File: config.mk
export PLATFORM = sky130hd
export DESIGN_NAME = pmcd_top
export DESIGN_NICKNAME = d
export VERILOG_FILES = /design/src/logic/pmcd_pkg.sv /design/src/logic/pmcd_phase_gen.sv /design/src/logic/pmcd_timer_tick.sv /design/src/logic/pmcd_top.sv
export VERILOG_INCLUDE_DIRS = /design/src /design/src/logic
export SDC_FILE = /design/constraint.sdc
export NUM_CORES = 1
export LEC_CHECK = 0
export BUFFER_PORTS_ARGS = -buffer_cell sky130_fd_sc_hd__clkbuf_2
export CAP_MARGIN = 20
export CORE_MARGIN = 8
export CORE_UTILIZATION = 46
export DETAILED_ROUTE_END_ITERATION = 8
export PLACE_DENSITY_LB_ADDON = 0.3
export SETUP_SLACK_MARGIN = 0.15
export SLEW_MARGIN = 15
export SYNTH_ARGS = -nofsm -noshare
export SYNTH_HDL_FRONTEND = slang
export SYNTH_SLANG_ARGS = --single-unit
File: constraint.sdc
create_clock -name SYS_CLK -period 5.6 [get_ports SYS_CLK]
set_input_delay 0.56 -clock SYS_CLK [delete_from_list [all_inputs] [get_ports SYS_CLK]]
set_output_delay 0.56 -clock SYS_CLK [all_outputs]
set_load 0.005 [all_outputs]
File: src/logic/pmcd_defs.svh
// register map, field positions, reset values and phase lengths
`ifndef PMCD_DEFS_SVH
`define PMCD_DEFS_SVH

// register indices; the byte address is four times the index
`define PMCD_PMR_IDX        10'h0D0
`define PMCD_STATUS_IDX     10'h0C5
`define PMCD_TCS_IDX        10'h08E

// power mode control fields
`define PMCD_DIV_HI_BIT     7
`define PMCD_DIV_LO_BIT     6
`define PMCD_SWB_BIT        5
`define PMCD_PMR_RESET      8'h40

// activity status fields
`define PMCD_PFAIL_BIT      7
`define PMCD_HIP_BIT        6
`define PMCD_LIP_BIT        5
`define PMCD_UB_TX_BIT      3
`define PMCD_UB_RX_BIT      2
`define PMCD_UA_TX_BIT      1
`define PMCD_UA_RX_BIT      0
`define PMCD_STATUS_RESET   8'h00

// timer clock select: one bit per timer, timer 0 lowest
`define PMCD_TCS_LSB        3
`define PMCD_TCS_RESET      3'h0

// oscillator clocks per internal phase
`define PMCD_PHASE_LEN_4    9'h001
`define PMCD_PHASE_LEN_64   9'h010
`define PMCD_PHASE_LEN_1024 9'h100

// internal clocks per legacy timer count
`define PMCD_LEGACY_DIV     12

`endif

File: src/logic/pmcd_pkg.sv
// types shared by the clock divider modules
package pmcd_pkg;

   // divider code as held in the power mode control field
   typedef enum logic [1:0] {
      PMCD_DIV_RSV  = 2'h0,
      PMCD_DIV_4    = 2'h1,
      PMCD_DIV_64   = 2'h2,
      PMCD_DIV_1024 = 2'h3
   } pmcd_div_t;

   // the four internal clock phases of a machine cycle
   typedef enum logic [3:0] {
      PMCD_C1 = 4'h1,
      PMCD_C2 = 4'h2,
      PMCD_C3 = 4'h4,
      PMCD_C4 = 4'h8
   } pmcd_phase_t;

endpackage

File: src/logic/pmcd_phase_gen.sv
// phase sequencer: stretches each internal phase by the active divider
`timescale 1ns/1ps
`include "pmcd_defs.svh"
module pmcd_phase_gen (
   // clock and reset
   input  wire logic              clk,
   input  wire logic              arst_n,
   // requested divider
   input  wire pmcd_pkg::pmcd_div_t div_req,
   // phase outputs
   output pmcd_pkg::pmcd_phase_t  phase,
   output logic                   phase_en,
   output logic                   mcycle_end,
   output pmcd_pkg::pmcd_div_t    div_active
);
   import pmcd_pkg::*;

   logic [7:0]  cnt;
   logic [7:0]  next_cnt;
   pmcd_phase_t next_phase;
   pmcd_div_t   next_div;

   // last prescale count of a phase for a divider code
   function automatic logic [7:0] phase_last(input pmcd_div_t d);
      logic [8:0] len;
      len = `PMCD_PHASE_LEN_4;
      if (d == PMCD_DIV_64) begin
         len = `PMCD_PHASE_LEN_64;
      end else if (d == PMCD_DIV_1024) begin
         len = `PMCD_PHASE_LEN_1024;
      end
      return 8'(len - 9'h001);
   endfunction

   // one enable per internal clock; the oscillator itself never stops
   assign phase_en   = (cnt == phase_last(div_active));
   assign mcycle_end = phase_en && (phase == PMCD_C4);

   // next prescale, phase and divider
   always_comb begin
      next_cnt   = cnt + 8'h01;
      next_phase = phase;
      next_div   = div_active;
      if (phase_en) begin
         next_cnt = 8'h00;
         unique case (phase)
            PMCD_C1: next_phase = PMCD_C2;
            PMCD_C2: next_phase = PMCD_C3;
            PMCD_C3: next_phase = PMCD_C4;
            PMCD_C4: next_phase = PMCD_C1;
            default: next_phase = PMCD_C1;
         endcase
      end
      // boundary-only change
      if (mcycle_end && div_req != PMCD_DIV_RSV) begin
         next_div = div_req;
      end
   end

   // register the sequencer
   always_ff @(posedge clk or negedge arst_n) begin
      if (!arst_n) begin
         cnt        <= 8'h00;
         phase      <= PMCD_C1;
         div_active <= PMCD_DIV_4;
      end else begin
         cnt        <= next_cnt;
         phase      <= next_phase;
         div_active <= next_div;
      end
   end

endmodule

File: src/logic/pmcd_timer_tick.sv
// per-timer count enables: legacy rate or one per machine cycle
`timescale 1ns/1ps
`include "pmcd_defs.svh"
module pmcd_timer_tick #(
   parameter int TIMERS   = 3,
   parameter int DIV_LONG = `PMCD_LEGACY_DIV
) (
   // clock and reset
   input  wire logic              clk,
   input  wire logic              arst_n,
   // internal clock strobes
   input  wire logic              phase_en,
   input  wire logic              mcycle_end,
   // per-timer rate select, 1 = machine cycle
   input  wire logic [TIMERS-1:0] sel,
   // count enables
   output logic      [TIMERS-1:0] tick
);

   // the legacy prescaler is four bits wide, so at most 16 phases per count
   if (TIMERS < 1 || DIV_LONG < 1 || DIV_LONG > 16) begin : g_bad_param
      $error("pmcd_timer_tick: unsupported TIMERS or DIV_LONG");
   end

   localparam logic [3:0] LAST = 4'(DIV_LONG - 1);

   for (genvar t = 0; t < TIMERS; t++) begin : g_tmr
      logic [3:0] cnt;
      logic [3:0] next_cnt;
      logic       wrap;

      assign wrap = phase_en && (cnt == LAST);

      // legacy prescale over internal clocks
      always_comb begin
         next_cnt = cnt;
         if (phase_en) begin
            next_cnt = wrap ? 4'h0 : cnt + 4'h1;
         end
      end

      always_ff @(posedge clk or negedge arst_n) begin
         if (!arst_n) begin
            cnt <= 4'h0;
         end else begin
            cnt <= next_cnt;
         end
      end

      // per-timer rate choice
      assign tick[t] = sel[t] ? mcycle_end : wrap;
   end

endmodule

File: src/logic/pmcd_top.sv
// power management clock divider with register slave and switchback
//
// How it works
// divider code 01/10/11 gives 4/64/1024 clocks per cycle, 00 reserved, resets 01.
// code 01 always writable; 10 and 11 only from 01.
// an illegal divider write leaves the field unchanged.
// switchback enable resets 0; when 0 events never touch the divider.
// switchback returns either slow mode to divide-by-4.
// status bit 7 shows power-fail interrupt in service, resets 0.
// status bit 6 shows high-priority interrupt in progress, resets 0.
// status bit 5 shows low-priority interrupt in progress, resets 0.
// status bits 3/2 show second uart transmit/receive activity.
// status bits 1/0 show first uart transmit/receive activity.
// each phase lasts 16 or 256 clocks in slow modes, 1 normally.
// only the internal clock is divided; the oscillator keeps running.
// slow modes keep the four-phase timing, only stretched.
// timers, baud and watchdog run from the divided internal clock.
// timers default to one count per 12 internal clocks.
// each timer select bit switches it to machine-cycle rate.
// software checks serial activity before changing the divider.
// software avoids slow modes or uses switchback for standard baud.
// acknowledged interrupt or serial activity forces divide-by-4 when enabled.
// receive fires on start-bit fall if enabled; transmit on buffer load.
// divider changes take effect only at a machine-cycle boundary.
`timescale 1ns/1ps
`include "pmcd_defs.svh"
module pmcd_top (
   // clock and reset
   input  wire logic                 SYS_CLK,
   input  wire logic                 ARST_N,
   // avalon-mm slave
   input  wire logic [11:0]          AVS_ADDRESS,
   input  wire logic                 AVS_READ,
   input  wire logic                 AVS_WRITE,
   input  wire logic [31:0]          AVS_WRITEDATA,
   input  wire logic [3:0]           AVS_BYTEENABLE,
   output logic      [31:0]          AVS_READDATA,
   output logic                      AVS_WAITREQUEST,
   // interrupt logic, same clock
   input  wire logic                 IRQ_ACK,
   input  wire logic                 POWER_FAIL_IRQ_ACTIVE,
   input  wire logic                 HIGH_PRIO_IRQ_ACTIVE,
   input  wire logic                 LOW_PRIO_IRQ_ACTIVE,
   // serial ports, same clock
   input  wire logic                 UART_A_TX_ACTIVE,
   input  wire logic                 UART_A_RX_ACTIVE,
   input  wire logic                 UART_B_TX_ACTIVE,
   input  wire logic                 UART_B_RX_ACTIVE,
   input  wire logic                 UART_A_TX_LOAD,
   input  wire logic                 UART_B_TX_LOAD,
   input  wire logic                 UART_A_RX_ENABLE,
   input  wire logic                 UART_B_RX_ENABLE,
   // receive data pins, asynchronous
   input  wire logic                 UART_A_RXD_PIN,
   input  wire logic                 UART_B_RXD_PIN,
   // internal clock outputs
   output pmcd_pkg::pmcd_phase_t     PHASE,
   output logic                      PHASE_EN,
   output logic                      MCYCLE_END,
   output pmcd_pkg::pmcd_div_t       DIVIDER_MODE,
   output logic                      REDUCED_SPEED_MODE,
   output logic      [2:0]           TIMER_TICK
);
   import pmcd_pkg::*;

   localparam logic [11:0] ADDR_PMR    = {`PMCD_PMR_IDX, 2'h0};
   localparam logic [11:0] ADDR_STATUS = {`PMCD_STATUS_IDX, 2'h0};
   localparam logic [11:0] ADDR_TCS    = {`PMCD_TCS_IDX, 2'h0};

   // one-hot register select: bit 0 pmr, 1 status, 2 timer select
   function automatic logic [2:0] reg_sel(input logic [11:0] a);
      logic [2:0] s;
      s = 3'h0;
      if (a == ADDR_PMR) begin
         s = 3'h1;
      end else if (a == ADDR_STATUS) begin
         s = 3'h2;
      end else if (a == ADDR_TCS) begin
         s = 3'h4;
      end
      return s;
   endfunction

   // bus state
   logic        ack;
   logic        next_ack;
   logic [31:0] rdata;
   logic [31:0] next_rdata;
   logic [2:0]  sel;
   logic        wr_commit;

   // register state
   logic        divider_select_high;
   logic        divider_select_low;
   logic        switchback_enable;
   logic [2:0]  timer_clock_select_reg;
   logic [7:0]  activity_status;
   logic        next_div_hi;
   logic        next_div_lo;
   logic        next_swb;
   logic [2:0]  next_tcs;
   logic [7:0]  next_status;

   // receive pin synchronisers and edge stage
   logic [1:0]  rxd_s1;
   logic [1:0]  rxd_s2;
   logic [1:0]  rxd_s3;
   logic [1:0]  rx_fall;

   // divider control
   pmcd_div_t   div_cur;
   pmcd_div_t   div_wr;
   logic        div_legal;
   logic        switchback;
   pmcd_div_t   div_active;

   // ------------------------------------------------------------------
   // avalon handshake: one wait cycle, answer on the second
   // ------------------------------------------------------------------
   assign sel             = reg_sel(AVS_ADDRESS);
   assign AVS_WAITREQUEST = (AVS_READ || AVS_WRITE) && !ack;
   assign wr_commit       = AVS_WRITE && ack && AVS_BYTEENABLE[0];
   assign AVS_READDATA    = rdata;

   // read data captured in the wait cycle so it stands when wait drops
   always_comb begin
      next_ack   = (AVS_READ || AVS_WRITE) && !ack;
      next_rdata = rdata;
      if (AVS_READ && !ack) begin
         next_rdata = 32'h0000_0000;
         unique case (1'b1)
            sel[0]: begin
               next_rdata[`PMCD_DIV_HI_BIT] = divider_select_high;
               next_rdata[`PMCD_DIV_LO_BIT] = divider_select_low;
               next_rdata[`PMCD_SWB_BIT]    = switchback_enable;
            end
            sel[1]: next_rdata[7:0] = activity_status;
            sel[2]: next_rdata[`PMCD_TCS_LSB +: 3] = timer_clock_select_reg;
            default: next_rdata = 32'h0000_0000; // unmapped reads zero
         endcase
      end
   end

   always_ff @(posedge SYS_CLK or negedge ARST_N) begin
      if (!ARST_N) begin
         ack   <= 1'b0;
         rdata <= 32'h0000_0000;
      end else begin
         ack   <= next_ack;
         rdata <= next_rdata;
      end
   end

   // ------------------------------------------------------------------
   // receive pins: two flops, then a third for the falling edge
   // ------------------------------------------------------------------
   always_ff @(posedge SYS_CLK or negedge ARST_N) begin
      if (!ARST_N) begin
         rxd_s1 <= 2'h3; // idle line is high
         rxd_s2 <= 2'h3;
         rxd_s3 <= 2'h3;
      end else begin
         rxd_s1 <= {UART_B_RXD_PIN, UART_A_RXD_PIN};
         rxd_s2 <= rxd_s1;
         rxd_s3 <= rxd_s2;
      end
   end

   // start-bit edge detect
   assign rx_fall = rxd_s3 & ~rxd_s2;

   // ------------------------------------------------------------------
   // switchback sources
   // ------------------------------------------------------------------
   // qualified events only when enabled
   // enable gates every source
   assign switchback = switchback_enable
                       && (IRQ_ACK
                           || UART_A_TX_LOAD
                           || UART_B_TX_LOAD
                           || (rx_fall[0] && UART_A_RX_ENABLE)
                           || (rx_fall[1] && UART_B_RX_ENABLE));

   // ------------------------------------------------------------------
   // divider field and switchback enable
   // ------------------------------------------------------------------
   assign div_cur = pmcd_div_t'({divider_select_high, divider_select_low});
   assign div_wr  = pmcd_div_t'(AVS_WRITEDATA[`PMCD_DIV_HI_BIT:`PMCD_DIV_LO_BIT]);

   // slow modes only from divide-by-4
   assign div_legal = (div_wr == PMCD_DIV_4)
                      || ((div_cur == PMCD_DIV_4) && (div_wr != PMCD_DIV_RSV));

   // switchback wins over a write landing in the same cycle
   always_comb begin
      next_div_hi = divider_select_high;
      next_div_lo = divider_select_low;
      next_swb    = switchback_enable;
      next_tcs    = timer_clock_select_reg;
      if (wr_commit && sel[0]) begin
         next_swb = AVS_WRITEDATA[`PMCD_SWB_BIT];
         // illegal code leaves bits alone
         if (div_legal) begin
            next_div_hi = div_wr[1];
            next_div_lo = div_wr[0];
         end
      end
      if (wr_commit && sel[2]) begin
         next_tcs = AVS_WRITEDATA[`PMCD_TCS_LSB +: 3];
      end
      // forced back to divide-by-4
      if (switchback) begin
         // whole-field assignment of the divide-by-4 code
         {next_div_hi, next_div_lo} = PMCD_DIV_4;
      end
   end

   // field resets to divide-by-4
   // timers reset to legacy rate
   always_ff @(posedge SYS_CLK or negedge ARST_N) begin
      if (!ARST_N) begin
         divider_select_high    <= 1'(`PMCD_PMR_RESET >> `PMCD_DIV_HI_BIT);
         divider_select_low     <= 1'(`PMCD_PMR_RESET >> `PMCD_DIV_LO_BIT);
         switchback_enable      <= 1'(`PMCD_PMR_RESET >> `PMCD_SWB_BIT);
         timer_clock_select_reg <= `PMCD_TCS_RESET;
      end else begin
         divider_select_high    <= next_div_hi;
         divider_select_low     <= next_div_lo;
         switchback_enable      <= next_swb;
         timer_clock_select_reg <= next_tcs;
      end
   end

   // ------------------------------------------------------------------
   // activity status: a live copy of the core's flags, one cycle late
   // ------------------------------------------------------------------
   always_comb begin
      next_status = `PMCD_STATUS_RESET;
      // power-fail in service
      next_status[`PMCD_PFAIL_BIT] = POWER_FAIL_IRQ_ACTIVE;
      // high priority in progress
      next_status[`PMCD_HIP_BIT]   = HIGH_PRIO_IRQ_ACTIVE;
      // low priority in progress
      next_status[`PMCD_LIP_BIT]   = LOW_PRIO_IRQ_ACTIVE;
      // second uart activity
      next_status[`PMCD_UB_TX_BIT] = UART_B_TX_ACTIVE;
      next_status[`PMCD_UB_RX_BIT] = UART_B_RX_ACTIVE;
      // first uart activity
      next_status[`PMCD_UA_TX_BIT] = UART_A_TX_ACTIVE;
      next_status[`PMCD_UA_RX_BIT] = UART_A_RX_ACTIVE;
   end

   always_ff @(posedge SYS_CLK or negedge ARST_N) begin
      if (!ARST_N) begin
         activity_status <= `PMCD_STATUS_RESET;
      end else begin
         activity_status <= next_status;
      end
   end

   // ------------------------------------------------------------------
   // phase sequencer; the system clock is never gated, only enabled
   // ------------------------------------------------------------------
   // phase length per mode
   // oscillator untouched
   // same phase order, stretched
   // new divider applied at C4 end
   pmcd_phase_gen u_phase (
      .clk        (SYS_CLK),
      .arst_n     (ARST_N),
      .div_req    (div_cur),
      .phase      (PHASE),
      .phase_en   (PHASE_EN),
      .mcycle_end (MCYCLE_END),
      .div_active (div_active)
   );

   assign DIVIDER_MODE       = div_active;
   assign REDUCED_SPEED_MODE = (div_active != PMCD_DIV_4);

   // ------------------------------------------------------------------
   // timer count enables built on the divided clock
   // ------------------------------------------------------------------
   // timers follow the divider
   // legacy 12-clock default
   // per-timer select
   pmcd_timer_tick #(
      .TIMERS   (3),
      .DIV_LONG (`PMCD_LEGACY_DIV)
   ) u_tick (
      .clk        (SYS_CLK),
      .arst_n     (ARST_N),
      .phase_en   (PHASE_EN),
      .mcycle_end (MCYCLE_END),
      .sel        (timer_clock_select_reg),
      .tick       (TIMER_TICK)
   );

endmodule

==> results.py <==
metrics = {
    "timing": {
        "post-route-period-util": 0.5754,
        "clock_skew_ns": 0.007618,
        "slew_headroom": 0.4893,
        "setup_ws_ns": 2.378,
        "finalMaxSlewViolations": 0,
        "finalCriticalPeriod_ns": 3.222,
        "fmax_ghz": 0.3103,
        "worst_pin_slew_ns": 0.7661,
        "rsz0062_at_grt": "no",
        "setup_viol_count_final": 0,
        "hold_viol_final": 0,
        "setup-tns-final_ns": 0,
    },
    "floorplanning": {
        "die_h_um": 93.27,
        "fp-row-count": 28,
        "start_util": 0.4694,
        "core-area_um2": 5851,
        "ioPinCount": 111,
        "die-area_um2": 8699,
        "die_w_um": 93.27,
    },
    "yosys": {
        "ys_seq_area_frac": 0.4961,
        "synth-seq-cells": 54,
        "async_flop_share": 1.000,
        "syn_avg_cell_area_um2": 11.44,
        "synth_top_area_frac": 0.4100,
        "yosysTopAreaCell": "dfrtp_1",
        "ys.flop_type": "dfrtp_1",
        "synth_edf_count": 0,
        "netlist_top_cells_count": "45 x dfrtp_1, 24 x buf_4, 22 x nand2_1, 15 x nor2_1, 11 x mux2_2",
        "yosysWarnings": 0,
        "synthesis.area_um2": 2746,
        "syn_inst": 240,
        "ys_types": 55,
        "synth_most_common_cell": "dfrtp_1",
        "synth.area.top_cells": "dfrtp_1 41%, dfstp_2 8.6%, buf_4 6.6%",
    },
    "clocking": {
        "clkTransAtPathRegs_ns": 0.10,
        "cts_hold_buf": 0,
        "numCtsBuffers": 5,
        "h-tree-depth": 2,
        "clock-root-buffer": "clkbuf_8",
        "cts_resized": 0,
        "cts_tree": "yes",
        "clock-sinks": 54,
        "insertion_delay_ns": 0.31,
        "clockBufferDepth": 2,
        "postCtsSetupRepairBufs": 0,
    },
    "worst_setup_path": {
        "critPathBufInv": 1,
        "arrival_ns": 2.66,
        "path_cells": "or4_1 > a21oi_2 > o21ai_2 > o31ai_1 > clkbuf_2",
        "endpoint_kind": "output pin",
        "worstSetupStartpointType": "flop",
        "critPathKind": "reg -> out",
        "cpMaxStageDelayCell": "a21oi_2",
        "slowest_delay_ns": 0.58,
        "cpLargestDelayFamily": "compound AO/OA/AOI/OAI gates",
        "critPathMaxFanout": 14,
        "worst_ep_required_time_ns": 5.04,
    },
    "routing": {
        "dr.pass1.iters": 3,
        "vias_per_cell": 5.197,
        "wl_per_cell_um": 14.45,
        "vias": 1954,
        "drtAntennaViolNets": 0,
        "drc": 0,
        "drt-initial-drc-count": 65,
        "postRouteWirelength_um": 5433,
    },
    "grt": {
        "grt_pass1_vias": 2045,
        "grt_overflow": 0,
        "grt_pass1_wl_um": 9370,
        "grt_usage": 0.1316,
        "antenna_found_initial": 0,
        "grt_max_degree": 55,
    },
    "final_layout": {
        "largest_reg_flops": 12,
        "nets": 370,
        "layout-drive-gt1-share": 0.3422,
        "multi_input_area_um2": 1217,
        "syn2layout_area_growth_pct": 12.71,
        "seq_area_um2": 1363,
        "fill_cells": 560,
        "antennaDiodeCount": 0,
        "largest_register": "u_tick.g_tmr.cnt",
    },
    "power_and_ir_drop": {
        "p_total_mw": 1.199,
        "leakagePower_nw": 1.422,
        "power_density_nw_per_um2": 387.3,
        "peakVddDrop_uv": 170.7,
    },
    "run": {
        "cap_violations": 0,
    },
    "placement": {
        "hpwl_um": 4104,
        "io_buffers": 56,
        "dp_slack_ns": 2.720,
        "place_congestion": 0.7353,
    },
    "hold_path": {
        "min_path_type": "in -> reg",
    },
    "outcome": {
        "status": "completed",
    },
}
==> cell usage in the layout, fill, tap and decap left out, drive strengths merged, types with 5 or more instances in the layout <==
master | Yosys | layout
nor2 | 15 | 15
o21ai | 8 | 8
clkbuf | 2 | 62
inv | 5 | 6
dfrtp | 45 | 45
conb | 1 | 24
dfstp | 9 | 9
o2111ai | 5 | 5
mux2 | 11 | 11
o211ai | 6 | 6
nand2b | 5 | 5
nand2 | 22 | 22
nand3 | 6 | 6
xnor2 | 5 | 5
==> cell families after synthesis <==
family | count (synthesis) | share of synthesized area
adder cells (fa/ha/maj) | 4 | 0.01822
buffers and inverters | 35 | 0.09203
AO/OA/AOI/OAI | 44 | 0.1421
flip-flops | 54 | 0.4961
AND/OR/NAND/NOR | 81 | 0.1713
XOR/XNOR | 6 | 0.01913
multiplexers | 15 | 0.05968
other | 1 | 0.001365
==> through the flow <==
| step | std cells | hold slack (ns) | cell area (um^2) | utilization |
|---|---|---|---|---|
| final | 376 | 0.3158 | 3095 | 0.5291 |
| after global routing | 376 | 0.2985 | 3095 | 0.5291 |
| after CTS | 375 | 0.3040 | 3090 | 0.5282 |
| after detailed placement | 367 | 0.3509 | 2997 | 0.5122 |
| after global placement | 367 | 0.3460 | 2997 | 0.5122 |
| after floorplan | 263 | 0.2644 | 2833 | - |
==> where the power goes <==
part	internal, mW	switching [mW]
Clock	0.0905	0.134
Combinational	0.188	0.204
Sequential	0.482	0.101
==> cell type report <==
| class | instances | share of cell area |
|---|---|---|
| multi-input cells | 174 | 0.3933 |
| clock inverters | 3 | 0.008084 |
| well taps | 75 | 0.03032 |
| clock buffers | 5 | 0.02223 |
| flip-flops and latches | 54 | 0.4402 |
| repair buffers | 59 | 0.09701 |
| inverters | 6 | 0.008892 |
==> path summary, 6_finish.rpt <==
kind	startpoint	to	slack [ns]	depth (start not counted)
min in group asynchronous	ARST_N	u_tick.g_tmr[0].cnt[3]	0.35	2
worst min register to register	rxd_s1[0]	rxd_s2[0]	0.36	0
worst max-delay path	u_phase.cnt[4]	TIMER_TICK[2]	2.38	5
worst min-delay path	UART_B_RXD_PIN	rxd_s1[1]	0.32	1
max in group asynchronous	ARST_N	u_phase.phase[2]	4.80	2
worst max register to register	u_phase.cnt[4]	u_phase.phase[3]	3.09	5
==> worst register-to-register path: cells and delay by family (launching register included) <==
family                 cells  cell delay [ns]
AOI/OAI and AO/OA          2             0.83
and+or+nand+nor            1             0.55
DFF                        1             0.44
muxes                      1             0.35
buffers and inverters      1             0.21
==> routing by layer <==
metal,GRT usage,vias to the layer above,wire [um]
met5,0,-,0
li1,-,947,-
met3,0.04167,4,374
met1,0.1534,949,2370
met2,0.2197,54,2626
met4,0.05101,0,62
(Power assumes the default switching activity.)
